--- src/logic/slcr_pkg.sv ---
package slcr_pkg;
  // register offsets on the local register port
  localparam logic [7:0] GEN_CFG_OFS = 8'h03;
  localparam logic [7:0] REMOTE_DESER_ADDRESS_OFS = 8'h06;
  localparam logic [7:0] DES_ALIAS_OFS = 8'h07;
  localparam logic [7:0] SLAVE_ID_OFS = 8'h08;
  localparam logic [7:0] SLAVE_ALIAS_OFS = 8'h09;
  // values after reset
  localparam logic [7:0] GEN_CFG_RST = 8'hC5;
  localparam logic [7:0] REMOTE_DESER_ADDRESS_RST = 8'h00;
  // general configuration bit positions
  localparam int CRC_CHK_EN_BIT = 7;
  localparam int PARITY_EN_BIT = 6;
  localparam int CRC_CLR_BIT = 5;
  localparam int AUTO_ACK_BIT = 4;
  localparam int PASS_ALL_BIT = 3;
  localparam int PASS_THRU_BIT = 2;
  localparam int SAMPLE_EDGE_BIT = 0;
  // remote address register field positions
  localparam int FREEZE_BIT = 0;
  localparam int ADDR_MSB = 7;
  localparam int ADDR_LSB = 1;
endpackage

--- src/logic/slcr_regs.sv ---
`timescale 1ns/1ps
module slcr_regs (
  // clock and reset
  input wire logic i_clk,
  input wire logic i_rst,
  // register port from local or remote control access
  input wire logic i_wr_en,
  input wire logic [7:0] i_addr,
  input wire logic [7:0] i_wdata,
  output logic [7:0] o_rdata,
  // other registers of the device, held elsewhere
  input wire logic [7:0] i_own_addr,
  input wire logic [6:0] i_des_alias,
  input wire logic [6:0] i_slave_id,
  input wire logic [6:0] i_slave_alias,
  // back channel address load
  input wire logic i_rx_lock,
  input wire logic i_bc_load,
  input wire logic [6:0] i_bc_addr,
  // incoming i2c access target
  input wire logic i_acc_valid,
  input wire logic [6:0] i_acc_addr,
  input wire logic i_acc_write,
  // forwarding decision
  output logic o_fwd,
  output logic [6:0] o_fwd_addr,
  output logic o_auto_ack,
  // datapath controls
  output logic o_crc_chk_en,
  output logic o_parity_en,
  output logic o_crc_clear,
  output logic o_sample_edge_select
);
  logic [7:0] gen_cfg_r;
  logic [6:0] remote_deser_address_r;
  logic freeze_r;
  logic [6:0] own7;
  logic pass_thru, pass_all, hit_des, hit_slave, fwd_nxt;
  logic [6:0] fwd_addr_nxt;

  // alias match, a zero field never matches
  function automatic logic addr_hit(input logic [6:0] a, input logic [6:0] f);
    return (f != 7'h00) && (a == f);
  endfunction

  // general configuration register, every bit stored as written
  always_ff @(posedge i_clk or posedge i_rst) begin
    if (i_rst) begin
      gen_cfg_r <= slcr_pkg::GEN_CFG_RST;
    end else if (i_wr_en && i_addr == slcr_pkg::GEN_CFG_OFS) begin
      gen_cfg_r <= i_wdata;
    end
  end

  // freeze bit only changes by software
  always_ff @(posedge i_clk or posedge i_rst) begin
    if (i_rst) begin
      freeze_r <= slcr_pkg::REMOTE_DESER_ADDRESS_RST[slcr_pkg::FREEZE_BIT];
    end else if (i_wr_en && i_addr == slcr_pkg::REMOTE_DESER_ADDRESS_OFS) begin
      freeze_r <= i_wdata[slcr_pkg::FREEZE_BIT];
    end
  end

  // remote address: software write beats a back-channel load in the same cycle
  always_ff @(posedge i_clk or posedge i_rst) begin
    if (i_rst) begin
      remote_deser_address_r <= slcr_pkg::REMOTE_DESER_ADDRESS_RST[slcr_pkg::ADDR_MSB:slcr_pkg::ADDR_LSB];
    end else if (i_wr_en && i_addr == slcr_pkg::REMOTE_DESER_ADDRESS_OFS) begin
      remote_deser_address_r <= i_wdata[slcr_pkg::ADDR_MSB:slcr_pkg::ADDR_LSB];
    end else if (i_rx_lock && i_bc_load && !freeze_r) begin
      remote_deser_address_r <= i_bc_addr;
    end
  end

  // read mux, unmapped offsets read zero
  always_comb begin
    o_rdata = 8'h00;
    case (i_addr)
      slcr_pkg::GEN_CFG_OFS: o_rdata = gen_cfg_r;
      slcr_pkg::REMOTE_DESER_ADDRESS_OFS: o_rdata = {remote_deser_address_r, freeze_r};
      default: o_rdata = 8'h00;
    endcase
  end

  // control outputs straight from flops
  assign o_crc_chk_en = gen_cfg_r[slcr_pkg::CRC_CHK_EN_BIT];
  assign o_parity_en = gen_cfg_r[slcr_pkg::PARITY_EN_BIT];
  assign o_crc_clear = gen_cfg_r[slcr_pkg::CRC_CLR_BIT];
  assign o_sample_edge_select = gen_cfg_r[slcr_pkg::SAMPLE_EDGE_BIT];

  // forwarding decision for the incoming access
  assign own7 = i_own_addr[slcr_pkg::ADDR_MSB:slcr_pkg::ADDR_LSB];
  assign pass_thru = gen_cfg_r[slcr_pkg::PASS_THRU_BIT];
  assign pass_all = gen_cfg_r[slcr_pkg::PASS_ALL_BIT];
  // a zero remote address blocks the deserializer path entirely
  assign hit_des = addr_hit(i_acc_addr, i_des_alias) && (remote_deser_address_r != 7'h00);
  assign hit_slave = addr_hit(i_acc_addr, i_slave_alias) && (i_slave_id != 7'h00);

  always_comb begin
    fwd_nxt = 1'b0;
    fwd_addr_nxt = 7'h00;
    if (i_acc_valid && pass_thru) begin
      if (hit_des) begin
        fwd_nxt = 1'b1;
        fwd_addr_nxt = remote_deser_address_r;
      end else if (hit_slave) begin
        fwd_nxt = 1'b1;
        fwd_addr_nxt = i_slave_id;
      end else if (pass_all && i_acc_addr != own7 && remote_deser_address_r != 7'h00) begin
        fwd_nxt = 1'b1;
        fwd_addr_nxt = remote_deser_address_r;
      end
    end
  end

  // registered decision, one cycle after the access is presented
  always_ff @(posedge i_clk or posedge i_rst) begin
    if (i_rst) begin
      o_fwd <= 1'b0;
      o_fwd_addr <= 7'h00;
      o_auto_ack <= 1'b0;
    end else begin
      o_fwd <= fwd_nxt;
      o_fwd_addr <= fwd_addr_nxt;
      // is the host's duty: ack is given without checking lock
      o_auto_ack <= fwd_nxt && i_acc_write && gen_cfg_r[slcr_pkg::AUTO_ACK_BIT];
    end
  end

  // checks; write strobes kept as plain flags since a sequence cannot be negated in an antecedent
  logic des_wr;
  logic cfg_wr;
  assign des_wr = i_wr_en && (i_addr == slcr_pkg::REMOTE_DESER_ADDRESS_OFS);
  assign cfg_wr = i_wr_en && (i_addr == slcr_pkg::GEN_CFG_OFS);
endmodule // slcr_regs

--- config.mk ---
export PLATFORM = sky130hd
export DESIGN_NAME = slcr_regs
export DESIGN_NICKNAME = d
export VERILOG_FILES = /design/src/logic/slcr_pkg.sv /design/src/logic/slcr_regs.sv
export SDC_FILE = /design/constraint.sdc
export NUM_CORES = 1
export LEC_CHECK = 0
export CORE_MARGIN = 10
export CORE_UTILIZATION = 70
export CTS_BUF_LIST = sky130_fd_sc_hd__clkbuf_4
export DETAILED_ROUTE_END_ITERATION = 7
export DONT_BUFFER_PORTS = 1
export PLACE_DENSITY = 0.86
export SYNTH_ARGS = -nofsm -noshare
export SYNTH_HDL_FRONTEND = slang
export SYNTH_SLANG_ARGS = --single-unit
--- constraint.sdc ---
create_clock -name i_clk -period 3.5 [get_ports i_clk]
set_clock_uncertainty 0.15 [all_clocks]
set_input_delay 0.7 -clock i_clk [delete_from_list [all_inputs] [get_ports i_clk]]
set_output_delay 0.7 -clock i_clk [all_outputs]
set_load 0.005 [all_outputs]
Word-level counts from Yosys, hierarchy flattened
Cells that the tools add are included.

Bits in registers: 25. Input port bits: 66. Output and inout port bits: 21. Logic and storage cells: 41.

Equality and inequality tests: 5. Mux-type cells: 11. Reductions and logical operators: 19.

Operators with widths (number): 2-to-1 mux 7 bit (6); nonzero test 7 bit (4); case mux 8 bit (2 select lines) (1); == test 7 bit (2); logical AND 1 bit (13); == test 8 x 2 -> 1 bit (second input constant) (1); == test 8 x 3 -> 1 bit (second input constant) (1); inequality test 7 bit (1); 2-to-1 mux 1 bit (4); nonzero test 2 bit (1); zero test 1 bit (1).

Depth between registers and ports, before layout
Gate-level depths: netlist of the first run.

Depth in word-level cells: 9. Mapped depth: 7.

Worst setup path before layout of the first run
No wires, ideal clock.

Path type: input to output. Start: input port i_addr[5]. End: output port o_rdata[3]. Arrival time: 1.740 ns. Setup slack: 0.910 ns. Cell stages on the path: 4. Path buffers: 0. Cell sequence: nor4_1 -> nand3b_1 -> nor3b_4 -> a22o_2.

Longest elaborated chain between the ends: 2. Elaborated cells on any way between the ends: 3. Those cells by class: eq/ne: 2; mux: 1.

Ends and longest elaborated chain: start: declaration (line slcr_regs.sv:8) `input wire logic [7:0] i_addr,`; == test 8 x 3 -> 1 bit or == test 8 x 2 -> 1 bit (tied branches) (line slcr_regs.sv:78) `case (i_addr)`; case mux 8 bit (2 select lines) * (line slcr_regs.sv:78); end: declaration (line slcr_regs.sv:10) `output logic [7:0] o_rdata,`.

Every way passes the cells marked *; elsewhere a longest branch is shown, timed or not.

Worst setup path in the final report of the first run
Start: input port i_addr[5]. End: output port o_rdata[2].

The elaborated chain is that of the path after synthesis.

==> results of run 1 <==
-- kinds of logic (layout without fill, tap and decap cells) --
group	count (synthesis)	in the layout	share of synthesized area, %
compound gates	20	20	11.29
xor+xnor	21	21	12.48
buf+inv	4	6	1.103
flops	25	25	42.78
mux	23	23	16.38
simple gates	40	40	15.96
-- power breakdown --
group / internal, uW / switching, uW
Sequential: 308 / 19.8
Clock: 42.8 / 84.8
Combinational: 39.7 / 32.2
Total: 391 / 137
-- per-stage QoR --
step	hold WS [ns]	util (%)
after global placement	0.3381	75.63
after global routing	0.3267	77.02
after CTS	0.3111	77.02
after floorplan	0.3302	-
after detailed placement	0.3635	75.63
final	0.2847	77.02
-- worst max-delay path, stage by stage --
cell and delay (ns):
sky130_fd_sc_hd__nor4_1 0.25, sky130_fd_sc_hd__nand3b_1 0.24, sky130_fd_sc_hd__nor3b_4 0.49, sky130_fd_sc_hd__a22o_1 0.26
-- layout by cell type (no fill, tap or decap), types with 3 or more instances in the layout --
master,netlist,layout
sky130_fd_sc_hd__dfrtp_1,21,21
sky130_fd_sc_hd__xnor2_1,10,10
sky130_fd_sc_hd__clkbuf_4,0,3
sky130_fd_sc_hd__nor2_1,15,15
sky130_fd_sc_hd__a21oi_1,7,7
sky130_fd_sc_hd__nor3_1,4,4
sky130_fd_sc_hd__nor4_1,7,7
sky130_fd_sc_hd__xor2_1,11,11
sky130_fd_sc_hd__a22o_1,7,7
sky130_fd_sc_hd__nand2_1,4,4
sky130_fd_sc_hd__dfstp_2,4,4
sky130_fd_sc_hd__mux2i_1,14,14
sky130_fd_sc_hd__mux2_2,9,9
-- sequential cells by signal (all words and copies together) (netlist names) --
name                    flops
remote_deser_address_r      7
o_auto_ack                  1
freeze_r                    1
o_fwd_addr                  7
o_fwd                       1
gen_cfg_r                   8
-- area by class of cell --
cell class | count | area share, %
clock buffer | 3 | 1.475
clock inverter | 1 | 0.3279
inverter | 2 | 0.4918
multi-input combinational | 104 | 54.18
sequential | 25 | 41.31
tap | 27 | 2.213
-- per-layer routing --
metal,vias to the layer above,part of all wire (%),track usage [%]
met5,-,0,0
met4,0,1.6,5.615
met1,506,32,15.68
met3,7,16,11.36
met2,71,50,28.99
li1,488,-,-
-- worst max-delay path by stage --
stage | slack (ns) | cells after the start | to | startpoint
6_report | 0.71 | 4 | o_rdata[2] | i_addr[5]
5_1_grt | 0.61 | 4 | o_rdata[2] | i_addr[5]
4_1_cts | 0.68 | 4 | o_rdata[1] | i_addr[5]
3_5_place_dp | 0.68 | 4 | o_rdata[1] | i_addr[5]
3_3_place_gp | 0.77 | 4 | o_rdata[2] | i_addr[5]
2_1_floorplan | 0.91 | 4 | o_rdata[3] | i_addr[5]
==> results, run 1 <==
- The critical path is of the primary input to output port type.
- Input and output buffers added on the ports amount to 0.
- The number of hold violations in the final report is 0.
- The top-level I/O count is between 80 and 90.
- Once detail routing completed, the nets flagged for antenna violations numbered 0.
- The average wire per standard cell is 23.43 um.
- The site row count is 16.
- The die outline width is ~66 um.
- The clock transition at the registers of the reported paths is about 0.14 ns.
- TritonCTS built the clock tree.
- Yosys instantiated no cell more often than sky130_fd_sc_hd__dfrtp_1.
- The initial utilization of the core area, before any placement, comes to 74.37%.
- The final net count is around 200.
- A synthesized cell averages roughly 11 um^2.
- The flip-flop and latch count after synthesis is 25.
- Power spread over the standard cell area amounts to roughly 350 nW/um^2.
- The post-synthesis cell type count is 29.
- The sequential fraction of the synthesis area is around 43%.
- The final total negative setup slack is 0 ns.
- In the final layout, the multi-input gates occupy 827.0 um^2.
- The upper clock frequency limit is 0.3586 GHz.
- The last weighted congestion value of the routability-driven placer is 0.7584.
- In this run the post-CTS setup repair buffer count came out at 0.
- In this run the register-to-register setup slack is approximately 1.5 ns.
- At the worst endpoint, the arrival time is 1.94 ns.
- The number of pins exceeding their max-slew limit in the final report came to 0.
- Of the post-synthesis cell area, the dominant cell type holds ~36%.
- The first global-routing pass estimated 5713 um of wire.
- The area of all sequential standard cells is around 630 um^2.
- The area growth from synthesis to final layout is 3.565%.
- Setup violations remaining at the end of the flow were counted as 0.
- For the worst flop-to-flop path, the logic depth is 6.
- The number of detailed-routing iterations run before antenna repair is 4.
- The startpoint kind of the worst setup timing path is a primary input.
- The iteration-0 DRC count of the detailed router is between 40 and 50.
- The endpoint of the lowest-slack register-to-register path is o_fwd_addr[1].
- The total number of vias is roughly 1,100.
- The synthesized cell area is between 1000 and 1500 um^2.
- Counting along the longest clock path gives a buffer depth of 2.
- Wires add up to around 3800 um.
- The number of diodes is 0.
- The worst path uses around four fifths of the clock period.
- In this run the number of H-tree levels came out at 1.
- The run finished with clean final reports.
- The number of cells produced by synthesis is between 100 and 150.
- The finished layout holds around 160 standard cells, fillers aside.
- The pin slew with the least headroom to its limit is ~0.88 ns.
- CTS saw 25 sinks.
- The clock root buffer is sky130_fd_sc_hd__clkbuf_4.
- The overall fraction of global-route tracks in use is between 10% and 20%.
- The overall power is 527.3 uW.
- Among all flip-flop cells after synthesis, the most frequent one is sky130_fd_sc_hd__dfrtp_1.
- The average via count per standard cell is ~6.6.
- Synthesis produced a netlist with a net count of between 150 and 200.
- The cell type with the highest aggregate area in the netlist is sky130_fd_sc_hd__dfrtp_1.
- The floorplan step set the die height to 65.89 um.
- The total overflow left after global routing is 0.
- The worst pin sits at a relative slew slack of between 40% and 50%.
- The Yosys step of the flow raised 0 warnings.
- Setup repair after global routing left no endpoint under its margin.
- Counting flops with a built-in enable in the synthesized netlist gives 0.
- In this run, CTS created clock tree buffers numbering 3.
- Detailed placement ended at an HPWL of 3161 um.
- At the placement stage, the worst setup path has a slack of 0.6813 ns.
- The analysis attributes to cell leakage a power of 0.0006602 uW.
- Across the VDD grid, the largest voltage drop is 351.1 uV.
- The number of instances in the placed design is 158.
- The shortest clock period the worst path allows after layout is 2.789 ns.
- The worst register-to-register path begins at remote_deser_address_r[2].
- The post-cts hold buffer count is 0.
- The via count of the first global-routing pass is about 1,200.
- The async set-or-reset flop fraction in the synthesized netlist is 100.0%.
- Yosys attributes the largest share of cell area to sky130_fd_sc_hd__dfrtp_1 (36%), sky130_fd_sc_hd__mux2i_1 (9.5%), sky130_fd_sc_hd__dfstp_2 (7.1%), sky130_fd_sc_hd__mux2_2 (6.9%), sky130_fd_sc_hd__xor2_1 (6.5%).
- At the worst endpoint, the required time is 2.65 ns.
- Counting instances in the post-synthesis netlist gives the leading cell types as sky130_fd_sc_hd__dfrtp_1 (21), sky130_fd_sc_hd__nor2_1 (15), sky130_fd_sc_hd__mux2i_1 (14).
- Summing all placed instances gives a cell area of around 1500 um^2.
- The minimum setup slack in the final design is around 0.71 ns.
- The pin count of the biggest net entering global routing is 26.
- The die covers ~4300 um^2.
- After detailed routing, the number of remaining DRC violations is 0.
- The filler cells instantiated in the layout total 135.
- The number of antenna violations at the first check in global routing is 0.
- The fraction of final layout cells with drive strength greater than 1 is approximately a fifth.
- The placeable core region is 1982 um^2.
- Max-cap violations in this run came to 0.
- The worst hold path class is primary input to asynchronous set/reset pin.
- Gates resized during post-CTS repair numbered 0.
- The maximum fanout along the worst path is 9.
- After routing the design area is around 1500 um^2.
- STA classifies the critical path endpoint as an output port.
- The clock insertion delay at the later pin of the skew report is ~0.32 ns.
No activity file was read; power rests on OpenSTA's default activity.
==> run 2: changes to the inputs <==
ABC_AREA = 1   (was default)
CORE_UTILIZATION = 59   (was 70)
PLACE_DENSITY = 0.78   (was 0.86)
clock period = 2.55 ns   (was 3.5 ns; I/O delays follow)
==> results, run 2 <==
- The flow ran to the end, and the final reports show no timing, DRC or antenna violations.
- The number of hold violations in the final report is 0 (unchanged).
- The relative contribution of sequential cells to total power is 56.2% (-6.0 points).
- The slowest stage cell on the critical path is sky130_fd_sc_hd__o21ai_0.
- The pin count of the biggest net entering global routing is 26 (unchanged).
- The total congestion overflow was 0 (unchanged).
- The last weighted congestion value of the routability-driven placer was 0.8288 (+9.3%).
- The data arrival time of the critical path came to 1.39 ns (-0.55 ns).
- The total number of vias is 1,640 (+53%).
- Yosys attributes the largest share of cell area to sky130_fd_sc_hd__dfrtp_1 (28%), sky130_fd_sc_hd__nand2_1 (16%), sky130_fd_sc_hd__inv_1 (9.4%), sky130_fd_sc_hd__nand3_1 (7.5%), sky130_fd_sc_hd__dfstp_2 (5.6%).
- The worst path uses approximately four fifths of the clock period.
- The switching power share of the total came to 29.43% (+3.5 points).
- The leakage component of the power is 0.001083 uW (+64%).
- The largest registers in the layout are gen_cfg_r: 8 flops, o_fwd_addr: 7 flops, remote_deser_address_r: 7 flops.
- Setup repair after global routing left no endpoint under its margin.
- The flip-flop and latch count after synthesis came to 25 (unchanged).
- The average via count per standard cell is 4.985 (-25%).
- The number of setup buffers added after CTS is 0 (unchanged).
- The average wire per standard cell is 13.74 um (-41%).
- The worst hold slack across all endpoints is 0.1506 ns (-0.1341 ns).
- The logic gate share of total power is 21.9% (+8.3 points).
- The number of pins exceeding their max-slew limit in the final report is 0 (unchanged).
- The worst-case vdd ir drop is 492.6 uV (+40%).
- The area taken by multi-input logic gates is 1006 um^2 (+22%).
- The power density over the cells came to 395.1 nW/um^2 (+14%).
- The power spent charging and discharging nets came to 227.7 uW (+66%).
- The data required time at the worst endpoint is 1.89 ns (-0.76 ns).
- The upper clock frequency limit is 0.4885 GHz.
- The worst hold path class is primary input to flop.
- The HPWL after detailed placement was 3826 um (+21%).
- The initial core utilization was 61.39% (-13 points).
- The DRC violation count after routing is 0 (unchanged).
- The clock sink count is 25 (unchanged).
- The async set-or-reset flop fraction in the synthesized netlist is 100.0% (unchanged).
- The average footprint of a synthesized cell is 6.623 um^2 (-40%).
- The first-pass GRT wire length is 7748 um (+36%).
- The worst hold path was traced through 2 stages.
- The maximum fanout along the worst path is 11 (+2).
- The worst path needs ~2.0 ns of the cycle, external delays included.
- The number of flip-flops under the largest register name is 8 (unchanged).
- The largest delay contributor family on the critical path is simple AND/OR/NAND/NOR gates.
- The number of cell instances on the worst register-to-register path is 10 (+4).
- The synthesized net count is 349 (+75%).
- Walking the worst path, the cells encountered are nor2_1 > nand2_1 > inv_2 > nand2_1 > o21ai_0.
- The number of input and output port buffers inserted is 0 (unchanged).
- The stage delay of the slowest cell on the critical path is 0.36 ns (-0.13 ns).
- The most common cell in the synthesized netlist is sky130_fd_sc_hd__nand2_1.
- The final total negative setup slack is 0 ns (unchanged).
- The sequential fraction of the synthesis area is 33.64% (-9.1 points).
- The number of cells on the critical path was 5 (+1).
- The number of CTS-inserted buffers was 3 (unchanged).
- The cell type with the highest aggregate area in the netlist is sky130_fd_sc_hd__dfrtp_1.
- The most instantiated flip-flop cell in the synthesis netlist is sky130_fd_sc_hd__dfrtp_1.
- The site row count is 20 (+4).
- The total length of routed wires is 4520 um (+19%).
- The worst setup path is of the primary input to output port kind.
- Leaving out fill and tap cells, the most frequent cells in the layout are sky130_fd_sc_hd__nand2_1 (79), sky130_fd_sc_hd__inv_1 (47), sky130_fd_sc_hd__nor2_1 (28), sky130_fd_sc_hd__nand3_1 (28), sky130_fd_sc_hd__dfrtp_1 (21).
- The via count of the first global-routing pass is 1,657 (+44%).
- The clock root buffer is sky130_fd_sc_hd__clkbuf_4.
- Counting instances in the post-synthesis netlist gives the leading cell types as sky130_fd_sc_hd__nand2_1 (79), sky130_fd_sc_hd__inv_1 (47), sky130_fd_sc_hd__nand3_1 (28), sky130_fd_sc_hd__nor2_1 (28), sky130_fd_sc_hd__dfrtp_1 (21).
- The placeable core region was 3053 um^2 (+54%).
- The area growth from synthesis to layout is 4.473%.
- The area of all sequential standard cells is 630.6 um^2 (unchanged).
- The number of flops mapped to enable cells by yosys is 0 (unchanged).
- The fraction of synthesized cell area taken by the top area cell type came to 28.04% (-7.6 points).
- The die boundary height is 76.36 um (+16%).
- In this design, the critical path's most frequently occurring cell is sky130_fd_sc_hd__nand2_1.
- The synthesized cell area is 1874 um^2 (+27%).
- The number of routed nets with antenna violations is 0 (unchanged).
- The number of antenna violations at the first check in global routing is 0 (unchanged).
- The maximum clock insertion buffer count is 2 (unchanged).
- The post-synthesis cell type count came to 29 (unchanged).
- The number of failing setup endpoints in the final timing report is 0 (unchanged).
- The die outline width is 76.36 um (+16%).
- The number of diodes is 0 (unchanged).
- The number of cells produced by synthesis is 283 (+110%).
- The final-layout fill cell count was 300 (+120%).
- The iteration-0 DRC count of the detailed router came to 75 (+79%).
- STA classifies the critical path endpoint as an output port.
- gen_cfg_r holds more flip-flops than any other register.
- STA classifies the critical path startpoint as a primary input.
- The total buffers and inverters traversed by the critical path is 1 (+1).
- The clock insertion delay at the later pin of the skew report is 0.31 ns (about the same).
- The tightest slew margin relative to the limit is 71.42% (+30 points).
- The number of detailed-routing iterations run before antenna repair is 4 (unchanged).
- The clock transition at the registers of the reported paths is 0.13 ns (about the same).
- The pin slew with the least headroom to its limit is 0.4275 ns (-0.4562 ns).
- The clock network fraction of design power is 21.9% (-2.3 points).
- The H-tree depth reported by CTS is 1 (unchanged).
- The number of warnings printed during yosys synthesis is 0 (unchanged).
- The top-level I/O count came to 87 (unchanged).
- The overall fraction of global-route tracks in use is 15.53% (-1.4 points).
- The most common library cell in the layout ignoring fill and taps is sky130_fd_sc_hd__nand2_1.
- The area of the die came to 5831 um^2 (+34%).
- The fraction of final layout cells with drive strength greater than 1 is 12.28% (-7.0 points).
- The internal power was 546.0 uW (+40%).
- The count of max-cap constraint violations is 0 (unchanged).
- The final net count is 352 (+74%).
- The clock tree from TritonCTS is yes.
-- run 2: changes by cell type after synthesis, moves of 10 or more --
cell,before,now
sky130_fd_sc_hd__nand3_1,1,28
sky130_fd_sc_hd__mux2i_1,14,0
sky130_fd_sc_hd__nand2_1,4,79
sky130_fd_sc_hd__nor2_1,15,28
sky130_fd_sc_hd__inv_1,2,47
sky130_fd_sc_hd__o21ai_1,0,10
sky130_fd_sc_hd__xor2_1,11,1
-- run 2: timing repair --
action | 4_1_cts | 5_1_grt
hold buffers | 1 | 0
gates resized for setup | 0 | 0
hold endpoints to repair | 21 | 0
-- run 2: power groups by stage --
stage / Sequential, uW / Clock (uW) / Combinational, uW
3_5_place_dp: 443 / 0 / 168
4_1_cts: 435 / 175 / 170
2_1_floorplan: 438 / 0 / 142
3_3_place_gp: 442 / 0 / 165
5_1_grt: 439 / 192 / 201
6_report: 435 / 169 / 169
-- run 2: layer usage --
| metal | track usage [%] | vias to the layer above | part of all wire [%] |
|---|---|---|---|
| met2 | 25.43 | 50 | 47 |
| li1 | - | 885 | - |
| met5 | 0 | - | 0 |
| met4 | 1.301 | 0 | 0 |
| met1 | 19.47 | 705 | 44 |
| met3 | 6.132 | 0 | 8.8 |
-- run 2: layout make-up --
class | count | area share [%]
clock buffers | 3 | 1.150
multi-input cells | 196 | 51.37
repair buffers | 3 | 1.278
clock inverters | 1 | 0.2556
inverters | 57 | 10.93
flip-flops and latches | 25 | 32.20
well taps | 44 | 2.811
-- run 2: cells by family (layout without fill, tap and decap cells) --
group / count (synthesis) / in the layout / share of synthesized area (%)
AOI/OAI and AO/OA: 29 / 29 / 9.279
xor gates and xnor gates: 6 / 6 / 2.804
DFF: 25 / 25 / 33.64
buffers and inverters: 62 / 64 / 12.68
and+or+nand+nor: 161 / 161 / 41.59
-- run 2: worst paths after layout --
kind / end / from / slack, ns
worst max-delay path: o_rdata[3] / i_addr[7] / 0.50
worst min-delay path: gen_cfg_r[0] / i_wdata[0] / 0.15
worst max register to register: o_fwd_addr[5] / remote_deser_address_r[5] / 0.97
worst min register to register: gen_cfg_r[0] / gen_cfg_r[0] / 0.36
max in group asynchronous: gen_cfg_r[6] / i_rst / 1.44
min in group asynchronous: o_fwd / i_rst / 0.52
-- run 2: through the flow --
stage               instances  total power (uW)  setup WS, ns  cell area, um^2  util (%)
CTS                       329             780.7        0.5088             1958     64.14
floorplan                 283             580.8        0.6948             1874         -
global placement          324             607.6        0.5094             1921     62.91
detailed placement        324             611.2        0.5055             1921     62.91
global route              329             832.4        0.3957             1958     64.14
finish                    329             773.7        0.5028             1958     64.14
